$ cat src/pic_pkg.sv
package pic_pkg;
   localparam int NSRC = 10;
   // maskable source slots, listed in default priority order
   localparam int S_TMR = 0;
   localparam int S_DMA0 = 1;
   localparam int S_DMA1 = 2;
   localparam int S_EXT0 = 3;
   localparam int S_EXT1 = 4;
   localparam int S_EXT4 = 7;
   localparam int S_WDOG = 8;
   localparam int S_SER = 9;
   localparam int LOW_LVL = 7;
   localparam logic [7:0] T_TMR0 = 8'h08;
   localparam logic [7:0] T_TMR1 = 8'h12;
   localparam logic [7:0] T_TMR2 = 8'h13;
   localparam logic [7:0] T_DMA0 = 8'h0A;
   localparam logic [7:0] T_DMA1 = 8'h0B;
   localparam logic [7:0] T_EXT0 = 8'h0C;
   localparam logic [7:0] T_EXT4 = 8'h10;
   localparam logic [7:0] T_WDOG = 8'h11;
   localparam logic [7:0] T_SER = 8'h14;
   localparam int EXC_NMI = 2;
   // slave-mode type codes, low three bits under the programmed base
   localparam logic [2:0] SC_TMR0 = 3'h0;
   localparam logic [2:0] SC_DMA0 = 3'h2;
   localparam logic [2:0] SC_DMA1 = 3'h3;
   localparam logic [2:0] SC_TMR1 = 3'h4;
   localparam logic [2:0] SC_TMR2 = 3'h5;
   localparam logic [7:0] OFS_CTRL = 8'h00;
   localparam logic [7:0] OFS_MASK = 8'h04;
   localparam logic [7:0] OFS_PEND = 8'h08;
   localparam logic [7:0] OFS_INSV = 8'h0C;
   localparam logic [7:0] OFS_EOI = 8'h10;
   localparam logic [7:0] OFS_SBASE = 8'h14;
   localparam logic [7:0] OFS_EVST = 8'h18;
   localparam logic [7:0] OFS_EVMSK = 8'h1C;
   localparam int CTRL_SLAVE = 0;
   localparam int CTRL_SFNM0 = 1;
   localparam int CTRL_SFNM1 = 2;
   localparam logic [2:0] CTRL_RST = 3'h0;
   localparam logic [9:0] MASK_RST = 10'h000;
   localparam logic [4:0] SBASE_RST = 5'h00;
   localparam int EV_NMI = 0;
   localparam int EV_BADEOI = 1;
   localparam int EV_EXC = 2;
   localparam logic [2:0] EVMSK_RST = 3'h0;
   typedef struct packed {
      logic valid;
      logic [7:0] vtype;
   } pic_core_req_t;
endpackage

$ cat src/pic_ctrl.sv
`timescale 1ns/10ps
`default_nettype none
// Summary of operation
// five external maskable lines, nmi, three timers, two dma, serial port
// pending requests are ranked and offered to the core one at a time
// each external line is a direct request; lines 0-3 may cascade (no cascade mode is built here, all five lines are direct requests only)
// slave mode lets an external master controller drive the system
// higher priority requests nest over lower ones in every mode
// acceptance blocks maskable requests until the core sets its enable flag
// a source in service is blocked until its in-service bit clears
// special nesting on lines 0 and 1 ignores their in-service bit
// exceptions take types 00h-07h, top priority, vector is type times four
// trace is type 01h, then nmi type 02h at vector 08h
// timers share one request and slot, types 08h 12h 13h, eoi 08h
// timer 0 ranks over timer 1, timer 1 over timer 2
// dma and lines 0-3 use types 0ah-0fh, eoi equals type
// line 4, watchdog and serial sit at lowest level, own eoi types
// line 4, watchdog and serial are unavailable in slave mode
// slave mode makes timer and dma types programmable
// sources arbitrate at their default priority levels
// escape opcode trap is vectored as type 07h
// eoi with a source's type clears its in-service bit
module pic_ctrl (
   input wire logic pclk,
   input wire logic presetn,
   input wire logic psel,
   input wire logic penable,
   input wire logic pwrite,
   input wire logic [7:0] paddr,
   input wire logic [31:0] pwdata,
   output logic [31:0] prdata,
   output logic pready,
   output logic pslverr,
   input wire logic [4:0] ext_irq_pin,
   input wire logic nmi_pin,
   input wire logic [2:0] timer_evt,
   input wire logic [1:0] dma_evt,
   input wire logic wdog_evt,
   input wire logic serial_evt,
   input wire logic [7:0] exc_evt,
   input wire logic core_if,
   input wire logic core_ack,
   output pic_pkg::pic_core_req_t core_req,
   output logic [9:0] vec_addr,
   output logic irq
);
   ////////////////////////////////////////////////////////////////////
   logic [5:0] sync1_reg, sync2_reg, sync3_reg;
   logic [2:0] ctrl_reg;
   logic [9:0] mask_reg, pend_reg, insv_reg;
   logic [2:0] tmr_pend_reg;
   logic [7:0] exc_reg;
   logic [4:0] sbase_reg;
   logic [2:0] evst_reg, evmsk_reg;
   logic [3:0] sel_reg;
   logic sel_exc_reg, hold_reg;
   logic [1:0] tsel_reg;
   logic [2:0] esel_reg;
   logic [31:0] rdata;
   logic mapped;
   logic wr_acc, rd_acc;
   logic [5:0] rise;
   logic [9:0] evt_in, avail, elig;
   logic [3:0] cur_lvl, win;
   logic win_ok;
   logic [1:0] tsel;
   logic [2:0] esel;
   logic [7:0] win_type;
   logic take;
   logic [9:0] eoi_hit;
   logic slave;

   assign slave = ctrl_reg[pic_pkg::CTRL_SLAVE];
   assign wr_acc = psel & penable & pready & pwrite;
   assign rd_acc = psel & penable & pready & ~pwrite;
   assign take = core_ack & core_req.valid;

   function automatic logic [3:0] lvl(input int i);
      lvl = (i < pic_pkg::LOW_LVL) ? 4'(i) : 4'(pic_pkg::LOW_LVL);
   endfunction

   ////////////////////////////////////////////////////////////////////
   // pins from outside; stage one feeds stage two only
   always_ff @(posedge pclk or negedge presetn) begin
      if (!presetn) begin
         sync1_reg <= 6'h00;
         sync2_reg <= 6'h00;
         sync3_reg <= 6'h00;
      end else begin
         sync1_reg <= {nmi_pin, ext_irq_pin};
         sync2_reg <= sync1_reg;
         sync3_reg <= sync2_reg;
      end
   end
   assign rise = sync2_reg & ~sync3_reg;

   // every maskable source lands in its own pending slot, except the three timers, which share slot 0
   assign evt_in = {serial_evt, wdog_evt, rise[4], rise[3:0], dma_evt,
                    |timer_evt};

   ////////////////////////////////////////////////////////////////////
   // availability and blocking
   always_comb begin
      avail = ~mask_reg;
      if (slave) begin
         avail[pic_pkg::S_EXT4] = 1'b0;
         avail[pic_pkg::S_WDOG] = 1'b0;
         avail[pic_pkg::S_SER] = 1'b0;
      end
   end

   // lowest level number currently in service, 8 when idle
   always_comb begin
      cur_lvl = 4'h8;
      for (int i = pic_pkg::NSRC - 1; i >= 0; i--) begin
         if (insv_reg[i]) begin
            cur_lvl = lvl(i);
         end
      end
   end

   always_comb begin
      for (int i = 0; i < pic_pkg::NSRC; i++) begin
         // equal level may preempt, a lower one may not
         elig[i] = pend_reg[i] & avail[i] & (lvl(i) <= cur_lvl)
                   & ~insv_reg[i];
      end
      if (ctrl_reg[pic_pkg::CTRL_SFNM0]) begin
         elig[pic_pkg::S_EXT0] = pend_reg[pic_pkg::S_EXT0]
            & avail[pic_pkg::S_EXT0] & (lvl(pic_pkg::S_EXT0) <= cur_lvl);
      end
      if (ctrl_reg[pic_pkg::CTRL_SFNM1]) begin
         elig[pic_pkg::S_EXT1] = pend_reg[pic_pkg::S_EXT1]
            & avail[pic_pkg::S_EXT1] & (lvl(pic_pkg::S_EXT1) <= cur_lvl);
      end
   end

   ////////////////////////////////////////////////////////////////////
   // arbitration: slot index order is the default ranking
   always_comb begin
      win = 4'h0;
      win_ok = 1'b0;
      for (int i = pic_pkg::NSRC - 1; i >= 0; i--) begin
         if (elig[i]) begin
            win = 4'(i);
            win_ok = 1'b1;
         end
      end
   end

   // timer sub-ranking inside the shared slot
   always_comb begin
      if (tmr_pend_reg[0]) begin
         tsel = 2'd0;
      end else if (tmr_pend_reg[1]) begin
         tsel = 2'd1;
      end else begin
         tsel = 2'd2;
      end
   end

   // instruction faults first, then trace, then nmi
   always_comb begin
      esel = 3'd2;
      if (exc_reg[1]) begin
         esel = 3'd1;
      end
      for (int i = 7; i >= 3; i--) begin
         if (exc_reg[i]) begin
            esel = 3'(i);
         end
      end
      if (exc_reg[0]) begin
         esel = 3'd0;
      end
   end

   always_comb begin
      win_type = pic_pkg::T_EXT0 + {4'h0, win} - 8'h03;
      case (win)
         4'd0: begin
            if (slave) begin
               win_type = {sbase_reg, (tsel == 2'd0) ? pic_pkg::SC_TMR0 :
                  (tsel == 2'd1) ? pic_pkg::SC_TMR1 : pic_pkg::SC_TMR2};
            end else begin
               win_type = (tsel == 2'd0) ? pic_pkg::T_TMR0 :
                  (tsel == 2'd1) ? pic_pkg::T_TMR1 : pic_pkg::T_TMR2;
            end
         end
         4'd1: win_type = slave ? {sbase_reg, pic_pkg::SC_DMA0} :
            pic_pkg::T_DMA0;
         4'd2: win_type = slave ? {sbase_reg, pic_pkg::SC_DMA1} :
            pic_pkg::T_DMA1;
         4'd7: win_type = pic_pkg::T_EXT4;
         4'd8: win_type = pic_pkg::T_WDOG;
         4'd9: win_type = pic_pkg::T_SER;
         default: ;
      endcase
   end

   ////////////////////////////////////////////////////////////////////
   // offer to the core; registered so the ack refers to a stable choice
   always_ff @(posedge pclk or negedge presetn) begin
      if (!presetn) begin
         core_req <= '0;
         vec_addr <= 10'h000;
         sel_reg <= 4'h0;
         sel_exc_reg <= 1'b0;
         tsel_reg <= 2'd0;
         esel_reg <= 3'd0;
      end else begin
         if (|exc_reg) begin
            // exceptions and nmi ignore the enable flag
            core_req.valid <= ~hold_reg & ~take;
            core_req.vtype <= {5'h00, esel};
            vec_addr <= {5'h00, esel, 2'b00};
            sel_exc_reg <= 1'b1;
         end else begin
            core_req.valid <= win_ok & core_if & ~hold_reg & ~take;
            core_req.vtype <= win_type;
            vec_addr <= {win_type, 2'b00};
            sel_exc_reg <= 1'b0;
         end
         sel_reg <= win;
         tsel_reg <= tsel;
         esel_reg <= esel;
      end
   end

   // after an accept nothing more is offered until the core drops its flag
   always_ff @(posedge pclk or negedge presetn) begin
      if (!presetn) begin
         hold_reg <= 1'b0;
      end else if (take) begin
         hold_reg <= 1'b1;
      end else if (!core_if) begin
         hold_reg <= 1'b0;
      end
   end

   ////////////////////////////////////////////////////////////////////
   // pending latches; a new event beats the clear of an accept
   always_ff @(posedge pclk or negedge presetn) begin
      if (!presetn) begin
         pend_reg <= 10'h000;
         tmr_pend_reg <= 3'h0;
         exc_reg <= 8'h00;
      end else begin
         for (int i = 0; i < pic_pkg::NSRC; i++) begin
            if (evt_in[i]) begin
               pend_reg[i] <= 1'b1;
            end else if (i == pic_pkg::S_TMR) begin
               pend_reg[i] <= |(tmr_pend_reg & ~((take & ~sel_exc_reg
                  & sel_reg == 4'h0) ? (3'h1 << tsel_reg) : 3'h0));
            end else if (take && !sel_exc_reg && sel_reg == 4'(i)) begin
               pend_reg[i] <= 1'b0;
            end
         end
         for (int t = 0; t < 3; t++) begin
            if (timer_evt[t]) begin
               tmr_pend_reg[t] <= 1'b1;
            end else if (take && !sel_exc_reg && sel_reg == 4'h0
                         && tsel_reg == 2'(t)) begin
               tmr_pend_reg[t] <= 1'b0;
            end
         end
         for (int e = 0; e < 8; e++) begin
            if (exc_evt[e] || (e == pic_pkg::EXC_NMI && rise[5])) begin
               exc_reg[e] <= 1'b1;
            end else if (take && sel_exc_reg && esel_reg == 3'(e)) begin
               exc_reg[e] <= 1'b0;
            end
         end
      end
   end

   ////////////////////////////////////////////////////////////////////
   // eoi decode; exceptions have no eoi type
   always_comb begin
      eoi_hit = 10'h000;
      case (pwdata[7:0])
         pic_pkg::T_TMR0: eoi_hit[pic_pkg::S_TMR] = ~slave;
         pic_pkg::T_DMA0: eoi_hit[pic_pkg::S_DMA0] = ~slave;
         pic_pkg::T_DMA1: eoi_hit[pic_pkg::S_DMA1] = ~slave;
         pic_pkg::T_EXT4: eoi_hit[pic_pkg::S_EXT4] = 1'b1;
         pic_pkg::T_WDOG: eoi_hit[pic_pkg::S_WDOG] = 1'b1;
         pic_pkg::T_SER: eoi_hit[pic_pkg::S_SER] = 1'b1;
         default: ;
      endcase
      for (int i = 3; i < 7; i++) begin
         if (pwdata[7:0] == pic_pkg::T_EXT0 + 8'(i - 3)) begin
            eoi_hit[i] = 1'b1;
         end
      end
      if (slave && pwdata[7:3] == sbase_reg) begin
         eoi_hit[pic_pkg::S_TMR] = (pwdata[2:0] == pic_pkg::SC_TMR0);
         eoi_hit[pic_pkg::S_DMA0] = (pwdata[2:0] == pic_pkg::SC_DMA0);
         eoi_hit[pic_pkg::S_DMA1] = (pwdata[2:0] == pic_pkg::SC_DMA1);
      end
   end

   // accept sets a bit, eoi clears it; accept wins on the same edge
   always_ff @(posedge pclk or negedge presetn) begin
      if (!presetn) begin
         insv_reg <= 10'h000;
      end else begin
         for (int i = 0; i < pic_pkg::NSRC; i++) begin
            if (take && !sel_exc_reg && sel_reg == 4'(i)) begin
               insv_reg[i] <= 1'b1;
            end else if (wr_acc && paddr == pic_pkg::OFS_EOI && eoi_hit[i]) begin
               insv_reg[i] <= 1'b0;
            end
         end
      end
   end

   ////////////////////////////////////////////////////////////////////
   // apb slave, zero wait states
   always_ff @(posedge pclk or negedge presetn) begin
      if (!presetn) begin
         pready <= 1'b0;
         pslverr <= 1'b0;
         prdata <= 32'h0000_0000;
      end else begin
         pready <= psel & ~penable;
         pslverr <= psel & ~penable & ~mapped;
         prdata <= (psel & ~penable & ~pwrite) ? rdata : 32'h0000_0000;
      end
   end

   always_comb begin
      rdata = 32'h0000_0000;
      mapped = 1'b1;
      case (paddr)
         pic_pkg::OFS_CTRL: rdata[2:0] = ctrl_reg;
         pic_pkg::OFS_MASK: rdata[9:0] = mask_reg;
         pic_pkg::OFS_PEND: rdata[9:0] = pend_reg;
         pic_pkg::OFS_INSV: rdata[9:0] = insv_reg;
         pic_pkg::OFS_EOI: ;
         pic_pkg::OFS_SBASE: rdata[4:0] = sbase_reg;
         pic_pkg::OFS_EVST: rdata[2:0] = evst_reg;
         pic_pkg::OFS_EVMSK: rdata[2:0] = evmsk_reg;
         default: mapped = 1'b0;
      endcase
   end

   always_ff @(posedge pclk or negedge presetn) begin
      if (!presetn) begin
         ctrl_reg <= pic_pkg::CTRL_RST;
         mask_reg <= pic_pkg::MASK_RST;
         sbase_reg <= pic_pkg::SBASE_RST;
         evmsk_reg <= pic_pkg::EVMSK_RST;
      end else if (wr_acc) begin
         case (paddr)
            pic_pkg::OFS_CTRL: ctrl_reg <= pwdata[2:0];
            pic_pkg::OFS_MASK: mask_reg <= pwdata[9:0];
            pic_pkg::OFS_SBASE: sbase_reg <= pwdata[4:0];
            pic_pkg::OFS_EVMSK: evmsk_reg <= pwdata[2:0];
            default: ;
         endcase
      end
   end

   ////////////////////////////////////////////////////////////////////
   // event status, cleared by read; a same-cycle event survives
   always_ff @(posedge pclk or negedge presetn) begin
      if (!presetn) begin
         evst_reg <= 3'h0;
      end else begin
         evst_reg <= ((rd_acc && paddr == pic_pkg::OFS_EVST) ? 3'h0 : evst_reg)
            | {take & sel_exc_reg,
               wr_acc & (paddr == pic_pkg::OFS_EOI) & ~(|(eoi_hit & insv_reg)),
               rise[5]};
      end
   end

   always_ff @(posedge pclk or negedge presetn) begin
      if (!presetn) begin
         irq <= 1'b0;
      end else begin
         irq <= |(evst_reg & evmsk_reg);
      end
   end
endmodule // pic_ctrl
`default_nettype wire

$ cat config.mk
export PLATFORM = sky130hd
export DESIGN_NAME = pic_ctrl
export DESIGN_NICKNAME = d
export VERILOG_FILES = /design/src/pic_pkg.sv /design/src/pic_ctrl.sv
export SDC_FILE = /design/constraint.sdc
export NUM_CORES = 1
export LEC_CHECK = 0
export BUFFER_PORTS_ARGS = -buffer_cell sky130_fd_sc_hd__clkbuf_2
export CORE_MARGIN = 8
export CORE_UTILIZATION = 30
export CTS_BUF_LIST = sky130_fd_sc_hd__clkbuf_4 sky130_fd_sc_hd__clkbuf_8 sky130_fd_sc_hd__clkbuf_16
export DETAILED_ROUTE_END_ITERATION = 10
export PLACE_DENSITY = 0.58
export SYNTH_ARGS = -nofsm -noshare
export SYNTH_HDL_FRONTEND = slang
export SYNTH_SLANG_ARGS = --single-unit
$ cat constraint.sdc
create_clock -name pclk -period 6.6 [get_ports pclk]
set_input_delay 1.32 -clock pclk [delete_from_list [all_inputs] [get_ports pclk]]
set_output_delay 1.32 -clock pclk [all_outputs]
set_load 0.02 [all_outputs]
==> metrics.md <==
| Metric | Value |
|---|---|
| Tot Pwr | `1.32 mW` |
| Slew at the pin closest to its max-slew limit | `1.22 ns` |
| Num CTS Buffers | `9` |
| Critical path capture point type | `flip-flop` |
| Worst clock skew | `0.00811 ns` |
| H-tree depth | `3` |
| Final wirelength | `14.2 mm` |
| Residual DRC count | `0` |
| Reg-to-reg endpoint | `vec_addr[2]` |
| Critical path class | `flip-flop to flip-flop` |
| Total Routing Usage GR | `13.2%` |
| Fin util | `34.8%` |
| CTS sink cnt | `106` |
| CTS tree | `yes` |
| Met3 usage | `2.58%` |
| Busiest grt layer | `met2` |
| Multi-input logic area | `2300 um^2` |
| Worst EP required | `6.83 ns` |
| Design area | `6000 um^2` |
| Initial antenna violation count | `0` |
| Port bufs | `75` |
| Static leakage | `2.74 nW` |
| First-pass GRT wire length | `22.8 mm` |
| Largest net degree at the start of global routing | `61` |
| DR vias | `4046` |
| RSZ-0062 raised after global routing | `no` |
| Fin crit share | `59.0%` |
| M2 GR Usage | `21.0%` |
| FF+latch count, synth | `106` |
| Achievable Freq | `0.257 GHz` |
| GR Overflow Total | `0` |
| # Post-CTS Setup Buffers | `0` |
| Synth top area share | `50.3%` |
| Main flop type after synthesis | `dfrtp_1` |
| Crit path DAT | `4.12 ns` |
| Crit path max fanout | `9` |
| Global routing usage on met1 | `17.3%` |
| Fin. Hold Viols | `0` |
| Row count | `48` |
| Pre-CTS setup slack | `2.77 ns` |
| Clock buffer depth | `2` |
| Post-synthesis cell type count | `64` |
| Chip Height | `149 um` |
| Core Area | `17200 um^2` |
| Sequential area share after synthesis | `50.3%` |
| Status | `complete, no violations` |
| Area contributors post-synth | `dfrtp_1, mux2_2, buf_4` |
| Fillers | `1776` |
| Post-CTS Hold Buffers | `0` |
| Die ar. | `22100 um^2` |
| Top cell type by total area after synthesis | `dfrtp_1` |
| Routed WL per cell | `17.5 um` |
| Top-count cell post-synth | `dfrtp_1` |
| Slew Limit Fails | `0` |
| DP Wirelength | `11.0 mm` |
| Syn Inst Count | `522` |
| Drt initial violations | `227` |
| Clk Latency, worst-skew pair | `0.35 ns` |
| Placed Area | `5700 um^2` |
| Sequential cell area | `2650 um^2` |
| Syn Area/Cell | `10.1 um^2` |
| FF-to-FF path depth | `10` |
| Setup violators final | `0` |
| Clk root buf | `clkbuf_16` |
| Worst vdd ir | `0.114 mV` |
| Clock-pin slew on the worst setup and hold paths | `0.07 ns` |
| Final ANT Viol Nets | `0` |
| Synth cell count leaders | `dfrtp_1, nand2_1, nor2_1` |
| Cts repair resizes | `0` |
| Total negative slack | `0 ns` |
| Area delta synth->final | `13.7%` |
| Vias in the first global route | `4152` |
| Setup crit end | `vec_addr[2]` |
| Chip width | `149 um` |
| Layout cells sized above 1 | `21.9%` |
| Fin nets | `656` |
| Vias/cell | `4.97` |
| CP startpoint | `insv_reg[0]` |
| First-pass DRT Iterations | `5` |
| R2R Setup Slk | `2.71 ns` |
| Max-Cap Viols | `0` |
| Routability cong. | `0.875` |
| Reg2reg start | `insv_reg[0]` |
| Worst relative slew slack | `18.1%` |
| Min-delay worst type | `flip-flop to flip-flop` |
| Yosys warns | `0` |
| Initial core utilization | `30.6%` |
| Post-synth EDFFs | `0` |
| Crit start category | `flip-flop` |
| Cell Pwr Density | `219 nW/um^2` |
| Final Critical Period | `3.89 ns` |
| Final WS setup | `2.71 ns` |
| Fraction of registers with async set/reset | `100%` |
| Top Ports | `122` |
| Cell Area, Synth | `5280 um^2` |
| N_diodes | `0` |
## cells by family after synthesis
group                      count (synthesis)  synth area share [%]
buffers and inverters                     70                  7.87
DFF                                      106                  50.3
adders and majority gates                  4                 0.948
xor gates and xnor gates                   5                 0.830
other                                      1                0.0711
and+or+nand+nor                          191                  18.9
muxes                                     28                  6.07
AOI/OAI and AO/OA                        117                  15.1
## report_power, final
part	switching (mW)	internal, mW
logic	0.0686	0.0299
clock network	0.241	0.300
registers	0.0131	0.665
## through the flow
step / std cells / hold WS (ns)
final: 814 / 0.349
after global placement: 798 / 0.331
after global routing: 814 / 0.360
after CTS: 814 / 0.352
after detailed placement: 798 / 0.335
after floorplan: 545 / 0.331
## worst min-delay path by stage
stage	startpoint	end	cells after the start
floorplan	sync1_reg[0]	sync2_reg[0]	0
global placement	sync1_reg[3]	sync2_reg[3]	0
detailed placement	sync1_reg[2]	sync2_reg[2]	0
CTS	sync1_reg[2]	sync2_reg[2]	0
global route	sync1_reg[5]	sync2_reg[5]	0
finish	sync1_reg[2]	sync2_reg[2]	0
## final cells by class
class	count	share of cell area, %
tap	225	4.69
clock inverter	6	1.11
sequential	106	44.2
clock buffer	10	3.88
timing repair buffer	77	6.55
inverter	21	1.31
multi-input combinational	369	38.3
## placed cells by master (no fill, tap or decap), types with 7 or more instances in the layout
master / synthesis / routed
nor3b_1: 7 / 7
dfrtp_1: 106 / 106
clkbuf_2: 0 / 74
nand3_1: 18 / 18
a22o_1: 7 / 7
inv_1: 19 / 19
nor3_1: 11 / 11
nor2_1: 40 / 40
nor2b_1: 8 / 8
mux2_2: 22 / 22
nand2b_1: 12 / 12
a21oi_1: 20 / 20
o21ai_0: 27 / 27
conb_1: 1 / 24
nand2_1: 49 / 49
clkbuf_16: 0 / 9
a21o_1: 15 / 15
## per-layer routing
metal  vias to the layer above  share of wire [%]
met4                         0                1.3
met3                        11                5.5
met1                      1991                 46
met2                       113                 47
li1                       1931                  -
met5                         -                  0
## worst max-delay path, cell delays in order, from the launching register on
cell	delay [ns]
dfrtp_1	0.48
or4_4	0.62
or4b_2	0.67
nand3b_1	0.14
a31oi_1	0.26
inv_1	0.17
ha_1	0.33
o31ai_1	0.11
a221oi_1	0.51
nor2_1	0.13
a221o_1	0.35
Power figures use the tool's default switching activity.
